==> src/verilog/ssv_params.svh <==
`ifndef SSV_PARAMS_SVH
`define SSV_PARAMS_SVH

// clock and derived cycle counts (least times round up)
`define SSV_CLK_NS 40
`define SSV_CYC_UP(ns) (((ns) + `SSV_CLK_NS - 1) / `SSV_CLK_NS)
`define SSV_DLY_OPEN_NS 10000
`define SSV_DLY_OPEN_CYC `SSV_CYC_UP(`SSV_DLY_OPEN_NS)
`define SSV_RST_OPEN_NS 10000
`define SSV_RST_OPEN_CYC `SSV_CYC_UP(`SSV_RST_OPEN_NS)
`define SSV_RST_FIXED_NS 128000000
`define SSV_RST_FIXED_CYC `SSV_CYC_UP(`SSV_RST_FIXED_NS)
`define SSV_FLT_PULSE_NS 1900
`define SSV_FLT_PULSE_CYC `SSV_CYC_UP(`SSV_FLT_PULSE_NS)
// capacitor-set intervals stand in as plain defaults
`define SSV_RST_CAP_CYC 25000
`define SSV_DLY_CAP_CYC 2500

`define SSV_TMR_W 22
`define SSV_SYNC_W 28
`define SSV_NCH 5

// register byte offsets
`define SSV_REG_STATUS 4'h0
`define SSV_REG_MASK 4'h4
`define SSV_REG_CTRL 4'h8
`define SSV_REG_STATE 4'hc

// event bit positions in status and mask
`define SSV_EV_UV 0
`define SSV_EV_OV 1
`define SSV_EV_EXT 2
`define SSV_EV_UP 3
`define SSV_EV_DOWN 4
`define SSV_EV_W 5

// power-up order 1-2-3-4(-5), three bits per slot, first slot lowest
`define SSV_ORDER_NAT 15'h4688

`endif

==> src/verilog/ssv_pkg.sv <==
`include "ssv_params.svh"

package ssv_pkg;
    typedef enum logic [2:0] {
        ST_OFF = 3'h0,
        ST_DELAY = 3'h1,
        ST_CHECK = 3'h3,
        ST_RUN = 3'h2,
        ST_REV = 3'h6,
        ST_FAULT = 3'h4
    } ssv_state_t;

    typedef struct packed {
        ssv_state_t st;
        logic [2:0] idx;
        logic [`SSV_NCH-1:0] pull;
        logic [`SSV_NCH-1:0] chk;
        logic [14:0] ord;
        logic rst_oe;
        logic ov_oe;
        logic flt_oe;
        logic [`SSV_NCH-1:0] dsc;
        logic [`SSV_EV_W-1:0] sts;
        logic [`SSV_EV_W-1:0] msk;
        logic sd;
        logic irq;
        logic wreq;
        logic [31:0] rdata;
    } ssv_core_t;

    typedef struct packed {
        logic [`SSV_TMR_W-1:0] count;
    } ssv_tmr_t;

    typedef struct packed {
        logic [`SSV_SYNC_W-1:0] s2;
        logic [`SSV_SYNC_W-1:0] s1;
    } ssv_sync_t;
endpackage : ssv_pkg

==> src/verilog/ssv_sync.sv <==
`timescale 1ns/1ps
`include "ssv_params.svh"

module ssv_sync (
    // clock and reset
    input wire logic mclk_in,
    input wire logic reset_in,
    // levels
    input wire logic [`SSV_SYNC_W-1:0] raw_in,
    output logic [`SSV_SYNC_W-1:0] sync_out
);
    ssv_pkg::ssv_sync_t sync_reg;
    ssv_pkg::ssv_sync_t sync_next;

    // first stage feeds only the second stage
    always_comb begin
        sync_next = sync_reg;
        sync_next.s1 = raw_in;
        sync_next.s2 = sync_reg.s1;
    end

    always_ff @(posedge mclk_in) begin
        if (reset_in) begin
            sync_reg <= '0;
        end else begin
            sync_reg <= sync_next;
        end
    end

    assign sync_out = sync_reg.s2;
endmodule : ssv_sync

==> src/verilog/ssv_timer.sv <==
`timescale 1ns/1ps
`include "ssv_params.svh"

module ssv_timer (
    // clock and reset
    input wire logic mclk_in,
    input wire logic reset_in,
    // control
    input wire logic run_in,
    input wire logic [`SSV_TMR_W-1:0] limit_in,
    output logic done_out
);
    ssv_pkg::ssv_tmr_t tmr_reg;
    ssv_pkg::ssv_tmr_t tmr_next;

    // counts while run is high, restarts from zero when it drops, parks at the limit
    always_comb begin
        tmr_next = tmr_reg;
        if (!run_in) begin
            tmr_next.count = '0;
        end else if (!done_out) begin
            tmr_next.count = tmr_reg.count + `SSV_TMR_W'(1);
        end
    end

    always_ff @(posedge mclk_in) begin
        if (reset_in) begin
            tmr_reg <= '0;
        end else begin
            tmr_reg <= tmr_next;
        end
    end

    assign done_out = (tmr_reg.count >= limit_in);
endmodule : ssv_timer

==> src/verilog/ssv_top.sv <==
`timescale 1ns/1ps
`include "ssv_params.svh"

module ssv_top #(
    parameter bit FIVE_CH = 1'b0,
    parameter logic [`SSV_TMR_W-1:0] RST_FIXED_CYCLES = `SSV_TMR_W'(`SSV_RST_FIXED_CYC),
    parameter logic [`SSV_TMR_W-1:0] RST_CAP_CYCLES = `SSV_TMR_W'(`SSV_RST_CAP_CYC),
    parameter logic [`SSV_TMR_W-1:0] DLY_CAP_CYCLES = `SSV_TMR_W'(`SSV_DLY_CAP_CYC)
) (
    // clock and reset
    input wire logic mclk_in,
    input wire logic reset_in,
    // digitised comparators
    input wire logic [`SSV_NCH-1:0] set_uv_ok_in,
    input wire logic [`SSV_NCH-1:0] set_ov_in,
    input wire logic enable_ok_in,
    input wire logic [`SSV_NCH-1:0] disc_low_in,
    // control inputs
    input wire logic shutdown_n_in,
    input wire logic enable_hold_in,
    input wire logic fault_n_in,
    // straps
    input wire logic order_select_a_high_in,
    input wire logic order_select_a_low_in,
    input wire logic order_select_b_high_in,
    input wire logic order_select_b_low_in,
    input wire logic order_select_c_high_in,
    input wire logic order_select_c_low_in,
    input wire logic tmo_abp_in,
    input wire logic tmo_open_in,
    input wire logic dly_open_in,
    // avalon-mm slave
    input wire logic [3:0] avs_address_in,
    input wire logic avs_read_in,
    input wire logic avs_write_in,
    input wire logic [31:0] avs_writedata_in,
    input wire logic [3:0] avs_byteenable_in,
    output logic [31:0] avs_readdata_out,
    output logic avs_waitrequest_out,
    // open-drain pins, high enable pulls low
    output logic [`SSV_NCH-1:0] channel_out_oe_out,
    output logic [`SSV_NCH-1:0] discharge_en_out,
    output logic reset_n_oe_out,
    output logic overvoltage_flag_n_oe_out,
    output logic fault_n_o_out,
    output logic fault_n_oe_out,
    // interrupt
    output logic irq_out
);
    localparam logic [2:0] NCH = FIVE_CH ? 3'h5 : 3'h4;
    localparam logic [`SSV_NCH-1:0] USED = FIVE_CH ? 5'h1f : 5'h0f;

    ssv_pkg::ssv_core_t core_reg;
    ssv_pkg::ssv_core_t core_next;
    logic [`SSV_SYNC_W-1:0] raw_s;
    logic [`SSV_SYNC_W-1:0] sync_s;
    logic [`SSV_NCH-1:0] uv_s;
    logic [`SSV_NCH-1:0] ov_s;
    logic [`SSV_NCH-1:0] disc_s;
    logic en_s;
    logic shutdown_n_s;
    logic hold_s;
    logic fault_s;
    logic [4:0] tri_row;
    logic [2:0] cur;
    logic [2:0] rev_ch;
    logic shutdown_n_eff;
    logic uv_bad;
    logic rst_cause;
    logic seq_done;
    logic rst_done;
    logic flt_done;
    logic [`SSV_TMR_W-1:0] seq_limit;
    logic [`SSV_TMR_W-1:0] rst_limit;
    logic acc;
    logic [`SSV_EV_W-1:0] ev;
    logic [`SSV_EV_W-1:0] w1c;

    function automatic logic [1:0] trit(input logic hi, input logic lo);
        // floating reads 0, low 1, high 2
        if (hi && !lo) begin
            return 2'h2;
        end else if (lo && !hi) begin
            return 2'h1;
        end
        return 2'h0;
    endfunction : trit

    // slot codes {4th,3rd,2nd,1st}, two bits each; fifth slot is always channel five
    function automatic logic [14:0] order_row(input logic [4:0] row);
        logic [7:0] e;
        e = 8'he4;
        case (row)
            5'd1: e = 8'hb4;
            5'd2: e = 8'hd8;
            5'd3: e = 8'h78;
            5'd4: e = 8'h9c;
            5'd5: e = 8'h6c;
            5'd6: e = 8'he1;
            5'd7: e = 8'hb1;
            5'd8: e = 8'hc9;
            5'd9: e = 8'h39;
            5'd10: e = 8'h8d;
            5'd11: e = 8'h2d;
            5'd12: e = 8'hd2;
            5'd13: e = 8'h72;
            5'd14: e = 8'hc6;
            5'd15: e = 8'h36;
            5'd16: e = 8'h4e;
            5'd17: e = 8'h1e;
            5'd18: e = 8'h93;
            5'd19: e = 8'h63;
            5'd20: e = 8'h87;
            5'd21: e = 8'h27;
            5'd22: e = 8'h4b;
            5'd23: e = 8'h1b;
            default: e = 8'he4;
        endcase
        return {3'h4, 1'b0, e[7:6], 1'b0, e[5:4], 1'b0, e[3:2], 1'b0, e[1:0]};
    endfunction : order_row

    assign raw_s = {dly_open_in, tmo_open_in, tmo_abp_in,
                    order_select_c_low_in, order_select_c_high_in,
                    order_select_b_low_in, order_select_b_high_in,
                    order_select_a_low_in, order_select_a_high_in,
                    disc_low_in, fault_n_in, enable_hold_in, shutdown_n_in, enable_ok_in, set_ov_in, set_uv_ok_in};

    ssv_sync u_sync (
        .mclk_in(mclk_in),
        .reset_in(reset_in),
        .raw_in(raw_s),
        .sync_out(sync_s)
    );

    assign uv_s = sync_s[4:0];
    assign ov_s = sync_s[9:5];
    assign en_s = sync_s[10];
    assign shutdown_n_s = sync_s[11];
    assign hold_s = sync_s[12];
    assign fault_s = sync_s[13];
    assign disc_s = sync_s[18:14];
    // ternary code, first input most significant; the three unlisted codes fall back to natural order
    assign tri_row = 5'(9 * trit(sync_s[19], sync_s[20]) + 3 * trit(sync_s[21], sync_s[22])
                     + trit(sync_s[23], sync_s[24]));

    assign seq_limit = sync_s[27] ? `SSV_TMR_W'(`SSV_DLY_OPEN_CYC) : DLY_CAP_CYCLES;
    assign rst_limit = sync_s[25] ? RST_FIXED_CYCLES :
                       (sync_s[26] ? `SSV_TMR_W'(`SSV_RST_OPEN_CYC) : RST_CAP_CYCLES);

    assign cur = core_reg.ord[3 * core_reg.idx +: 3];
    assign rev_ch = core_reg.ord[3 * (core_reg.idx - 3'h1) +: 3];
    assign shutdown_n_eff = shutdown_n_s && !core_reg.sd;
    // only channels whose monitor has once passed can fault
    assign uv_bad = |(core_reg.chk & ~uv_s & USED);
    assign rst_cause = !(&(uv_s | ~USED)) || !en_s || !shutdown_n_eff || !fault_s
                       || (core_reg.st != ssv_pkg::ST_RUN);
    assign acc = (avs_read_in || avs_write_in) && !core_reg.wreq;

    ssv_timer u_seq_tmr (
        .mclk_in(mclk_in),
        .reset_in(reset_in),
        .run_in(core_reg.st == ssv_pkg::ST_DELAY),
        .limit_in(seq_limit),
        .done_out(seq_done)
    );

    ssv_timer u_rst_tmr (
        .mclk_in(mclk_in),
        .reset_in(reset_in),
        .run_in(!rst_cause),
        .limit_in(rst_limit),
        .done_out(rst_done)
    );

    ssv_timer u_flt_tmr (
        .mclk_in(mclk_in),
        .reset_in(reset_in),
        .run_in(core_reg.st == ssv_pkg::ST_FAULT),
        .limit_in(`SSV_TMR_W'(`SSV_FLT_PULSE_CYC)),
        .done_out(flt_done)
    );

    always_comb begin
        core_next = core_reg;
        ev = '0;
        w1c = '0;
        case (core_reg.st)
            ssv_pkg::ST_OFF: begin
                core_next.pull = '1;
                core_next.chk = '0;
                core_next.idx = 3'h0;
                if (en_s && shutdown_n_eff && fault_s && (&(disc_s | ~USED))) begin
                    core_next.ord = FIVE_CH ? `SSV_ORDER_NAT : order_row(tri_row);
                    core_next.st = ssv_pkg::ST_DELAY;
                end
            end
            ssv_pkg::ST_DELAY: begin
                if (seq_done) begin
                    core_next.pull[cur] = 1'b0;
                    core_next.st = ssv_pkg::ST_CHECK;
                end
            end
            ssv_pkg::ST_CHECK: begin
                // the next release waits for this channel's monitor
                if (uv_s[cur]) begin
                    core_next.chk[cur] = 1'b1;
                    core_next.idx = core_reg.idx + 3'h1;
                    core_next.st = (core_reg.idx + 3'h1 == NCH) ? ssv_pkg::ST_RUN : ssv_pkg::ST_DELAY;
                end
            end
            ssv_pkg::ST_RUN: begin
                core_next.st = ssv_pkg::ST_RUN;
            end
            ssv_pkg::ST_REV: begin
                if (core_reg.idx == 3'h0) begin
                    core_next.st = ssv_pkg::ST_OFF;
                    ev[`SSV_EV_DOWN] = 1'b1;
                end else begin
                    core_next.pull[rev_ch] = 1'b1;
                    core_next.chk[rev_ch] = 1'b0;
                    // no delay between steps: the next goes once this supply has discharged
                    if (core_reg.pull[rev_ch] && disc_s[rev_ch]) begin
                        core_next.idx = core_reg.idx - 3'h1;
                    end
                end
            end
            ssv_pkg::ST_FAULT: begin
                core_next.pull = '1;
                core_next.chk = '0;
                if (flt_done) begin
                    core_next.st = ssv_pkg::ST_OFF;
                end
            end
            default: begin
                core_next.st = ssv_pkg::ST_OFF;
            end
        endcase
        // own drive of the fault line is masked so it is not mistaken for an outside pull
        if (core_reg.st != ssv_pkg::ST_OFF && core_reg.st != ssv_pkg::ST_FAULT) begin
            if (!fault_s && !core_reg.flt_oe) begin
                core_next.st = ssv_pkg::ST_OFF;
                core_next.pull = '1;
                core_next.chk = '0;
                ev[`SSV_EV_EXT] = 1'b1;
            end else if (!en_s) begin
                core_next.st = ssv_pkg::ST_OFF;
                core_next.pull = '1;
                core_next.chk = '0;
            end else if (core_reg.st != ssv_pkg::ST_REV) begin
                if (uv_bad && shutdown_n_eff) begin
                    core_next.st = ssv_pkg::ST_FAULT;
                    core_next.pull = '1;
                    core_next.chk = '0;
                    ev[`SSV_EV_UV] = 1'b1;
                end else if (!shutdown_n_eff && hold_s) begin
                    core_next.st = ssv_pkg::ST_REV;
                    core_next.idx = (core_reg.st == ssv_pkg::ST_CHECK) ? core_reg.idx + 3'h1 : core_reg.idx;
                end
            end
        end
        core_next.flt_oe = (core_next.st == ssv_pkg::ST_FAULT);
        core_next.ov_oe = |(ov_s & USED);
        core_next.rst_oe = rst_cause || !rst_done;
        core_next.dsc = core_next.pull & USED & {`SSV_NCH{core_next.st == ssv_pkg::ST_OFF
                        || core_next.st == ssv_pkg::ST_FAULT || core_next.st == ssv_pkg::ST_REV}};
        ev[`SSV_EV_OV] = core_next.ov_oe && !core_reg.ov_oe;
        ev[`SSV_EV_UP] = core_reg.rst_oe && !core_next.rst_oe;
        // bus: one wait cycle, then the access completes at the edge where waitrequest is low
        core_next.wreq = !((avs_read_in || avs_write_in) && core_reg.wreq);
        if (avs_write_in && acc && avs_byteenable_in[0]) begin
            if (avs_address_in == `SSV_REG_STATUS) begin
                w1c = avs_writedata_in[`SSV_EV_W-1:0];
            end else if (avs_address_in == `SSV_REG_MASK) begin
                core_next.msk = avs_writedata_in[`SSV_EV_W-1:0];
            end else if (avs_address_in == `SSV_REG_CTRL) begin
                core_next.sd = avs_writedata_in[0];
            end
        end
        // a new event wins over a clear in the same cycle
        core_next.sts = (core_reg.sts & ~w1c) | ev;
        core_next.irq = |(core_next.sts & core_next.msk);
        if (avs_read_in && core_reg.wreq) begin
            if (avs_address_in == `SSV_REG_STATUS) begin
                core_next.rdata = {27'h0, core_reg.sts};
            end else if (avs_address_in == `SSV_REG_MASK) begin
                core_next.rdata = {27'h0, core_reg.msk};
            end else if (avs_address_in == `SSV_REG_CTRL) begin
                core_next.rdata = {31'h0, core_reg.sd};
            end else if (avs_address_in == `SSV_REG_STATE) begin
                core_next.rdata = {21'h0, core_reg.st, !fault_s, core_reg.ov_oe, core_reg.rst_oe, core_reg.pull};
            end else begin
                core_next.rdata = 32'h0;
            end
        end
    end

    always_ff @(posedge mclk_in) begin
        if (reset_in) begin
            core_reg <= '0;
            core_reg.pull <= '1;
            core_reg.rst_oe <= 1'b1;
            core_reg.wreq <= 1'b1;
        end else begin
            core_reg <= core_next;
        end
    end

    assign channel_out_oe_out = core_reg.pull;
    assign discharge_en_out = core_reg.dsc;
    assign reset_n_oe_out = core_reg.rst_oe;
    assign overvoltage_flag_n_oe_out = core_reg.ov_oe;
    assign fault_n_o_out = 1'b0;
    assign fault_n_oe_out = core_reg.flt_oe;
    assign irq_out = core_reg.irq;
    assign avs_readdata_out = core_reg.rdata;
    assign avs_waitrequest_out = core_reg.wreq;
endmodule : ssv_top
==> config.mk <==
export PLATFORM = sky130hd
export DESIGN_NAME = ssv_top
export DESIGN_NICKNAME = d
export VERILOG_FILES = /design/src/verilog/ssv_pkg.sv /design/src/verilog/ssv_sync.sv /design/src/verilog/ssv_timer.sv /design/src/verilog/ssv_top.sv
export VERILOG_INCLUDE_DIRS = /design/src /design/src/verilog
export SDC_FILE = /design/constraint.sdc
export NUM_CORES = 1
export LEC_CHECK = 0
export ABC_CLOCK_PERIOD_IN_PS = 6500
export BUFFER_PORTS_ARGS = -buffer_cell sky130_fd_sc_hd__clkbuf_2
export CORE_MARGIN = 3
export CORE_UTILIZATION = 62
export CTS_CLUSTER_SIZE = 28
export DETAILED_ROUTE_END_ITERATION = 12
export HOLD_SLACK_MARGIN = 0.02
export PLACE_DENSITY = 0.91
export SETUP_SLACK_MARGIN = 0.2
export SLEW_MARGIN = 20
export SYNTH_ARGS = -nofsm -noshare
export SYNTH_HDL_FRONTEND = slang
export SYNTH_SLANG_ARGS = --single-unit
==> constraint.sdc <==
create_clock -name mclk_in -period 6.5 [get_ports mclk_in]
set_input_delay 0.325 -clock mclk_in [delete_from_list [all_inputs] [get_ports mclk_in]]
set_output_delay 0.325 -clock mclk_in [all_outputs]
set_load 0.02 [all_outputs]
==> run metrics <==
run status=finished, final reports clean; max_cap viols=0; Die Span Y=126 um; setup TNS=0 ps; CTS tree=done; Clk Latency, worst-skew pair=440 ps; first-pass GRT wire length=32000 um; Sink Count=175; Buffers on Ports=65; slowest stage delay, CP=880 ps; Final Cycle Share=0.758; Leakage Power=3.88 nW; maximum root-to-sink buffer count=2; starting density of the core=0.636; area leader, netlist=dfxtp_1; worst slew pin tran=970 ps; number of setup buffers added after CTS=0; critical path buffer and inverter count=3; root buffer cell=clkbuf_16; DRT iter0 DRCs=532; area share of the largest cell type after synthesis=0.395; DRC violations left=0; Finished Cell Area=9610 um^2; Post-synth top flop=dfxtp_1; FF-to-FF path depth=15; Final Net Count=1168; top-count cell post-synth=dfxtp_1; crit-path leading delay family=adder cells; drt pass-1 iters=7; CP most frequent cell=ha_1; Hold Slack=94.5 ps; Synth warnings=0; vias per cell=6.01; CP cell instances=inv_2 -> ha_1 -> inv_1 -> ha_1 -> ha_1 -> inv_1 -> fa_1 -> xnor2_1 -> nor2_1 -> a21oi_1 -> o21ai_1 -> or4_1 -> a31oi_1 -> nand4_1 -> o211ai_1; Async SR Flop Fraction=0; CTS buffer count=17; Synth Area per Inst=8.71 um^2; Setup crit start kind=flop; hold path cells=2; Post-DP HPWL=13000 um; Post-DP Area=9040 um^2; FF+latch count, synth=175; crit path DAT=5290 ps; row cnt=43; IO Count=120; total track usage=0.243; gpl congestion=1.00; Largest register FFs=30; CTS Hold Bufs=0; Worst Path Class, Setup=flop to flop; Die ar.=15800 um^2; die width=126 um; synth-to-layout area growth=8.47%; layout cells sized above 1=0.116; vias in the first global route=6853; CP required=6860 ps; Mapped Cells=1017; EDFF count, synth=0; slowest cell on the critical path=dfxtp_1; Peak VDD IR=197 uV; post_cts resized=0; Rel. slew slack=0.351; fmax=0.203 GHz; top post-synthesis cells by count=dfxtp_1, nor2_1, nand2_1; clock skew=9.40 ps; Pwr Total=0.00223 W; largest net degree at the start of global routing=97; Final ANT Viol Nets=0; path length in cells of the critical path=15; top cells by area, synth=dfxtp_1, ha_1, nor2b_1; Vias=7430; Clock Pin Slew Worst Setup and Hold Paths=70 ps; Final Hold Viols=0; synthesized area=8860 um^2; antenna diode count=0; post-synthesis sequential area ratio=0.395; Netlist cell types=72; crit-path max FO=22; Max Slew Vio Count=0; Critical Path End Type=flop; RSZ-0062 raised after global routing=no; pwr/cell area=232 nW/um^2; Clock H-tree levels=4; endpoints failing setup=0; Avg WL per Cell=15.5 um; GRT Residual Overflow=0; Detailed Route WL=19100 um; Fill cells=1077; core area=13900 um^2; initial antenna violation count=0; HP Class=input port to flop; crit path time final=4930 ps
stage by stage:
stage | cells | util | setup WS, ps
3_3_place_gp | 1204 | 0.649 | 1800
3_5_place_dp | 1204 | 0.649 | 1700
5_1_grt | 1236 | 0.690 | 1250
4_1_cts | 1236 | 0.690 | 1670
6_report | 1236 | 0.690 | 1570
2_1_floorplan | 1039 | - | 2670
cells by family (layout without fill, tap and decap cells):
group / after synthesis / after routing / share of synthesized area
AOI/OAI and AO/OA: 207 / 207 / 0.154
buffers and inverters: 131 / 148 / 0.0749
muxes: 21 / 21 / 0.0309
adders and majority gates: 53 / 53 / 0.0791
DFF: 175 / 175 / 0.395
xor gates and xnor gates: 32 / 32 / 0.0316
other: 1 / 23 / 0.000423
and+or+nand+nor: 397 / 397 / 0.234
cells in the final DEF (no fill, tap or decap), types with 13 or more instances in the layout:
cell type,n
dfxtp_1,175
nor2_1,96
nand2_1,71
nor2b_1,64
clkbuf_2,64
a21oi_1,53
ha_1,48
inv_1,45
o21ai_0,35
and2_1,32
nand3_1,25
conb_1,23
xor2_1,21
nor3_1,20
clkbuf_16,17
mux2i_1,15
a22oi_1,15
a31oi_1,14
o211ai_1,14
or3_1,13
final cells by class:
cell class	instances	area, um^2	share of cell area
clock buffer	18	439	0.0457
clock inverter	14	129	0.0134
inverter	46	173	0.0180
multi-input combinational	733	4770	0.497
sequential	175	3500	0.365
tap	180	225	0.0234
timing repair buffer	70	365	0.0380
metal layers:
| metal | up-vias | track usage | routed length (um) | part of all wire |
|---|---|---|---|---|
| met3 | 70 | 0.0619 | 1760 | 0.092 |
| li1 | 3540 | - | - | - |
| met5 | - | 0 | 0 | 0 |
| met2 | 357 | 0.400 | 8950 | 0.47 |
| met4 | 0 | 0.110 | 564 | 0.029 |
| met1 | 3463 | 0.302 | 7870 | 0.41 |
report_power, final:
part           switching [W]  internal, W  total (W)
Combinational      0.0000884    0.0000553   0.000144
Sequential        0.00000881      0.00109    0.00110
Clock               0.000439     0.000543   0.000982
path summary, 6_finish.rpt:
check                  startpoint                   end  slack (ps)
max                  core_reg[78]          core_reg[79]        1570
min                    tmo_abp_in  u_sync.sync_next[53]          90
max reg2reg          core_reg[78]          core_reg[79]        1570
min reg2reg  u_sync.sync_next[41]   u_sync.sync_out[13]         430
Note: power is estimated with default switching activity, not from simulation.
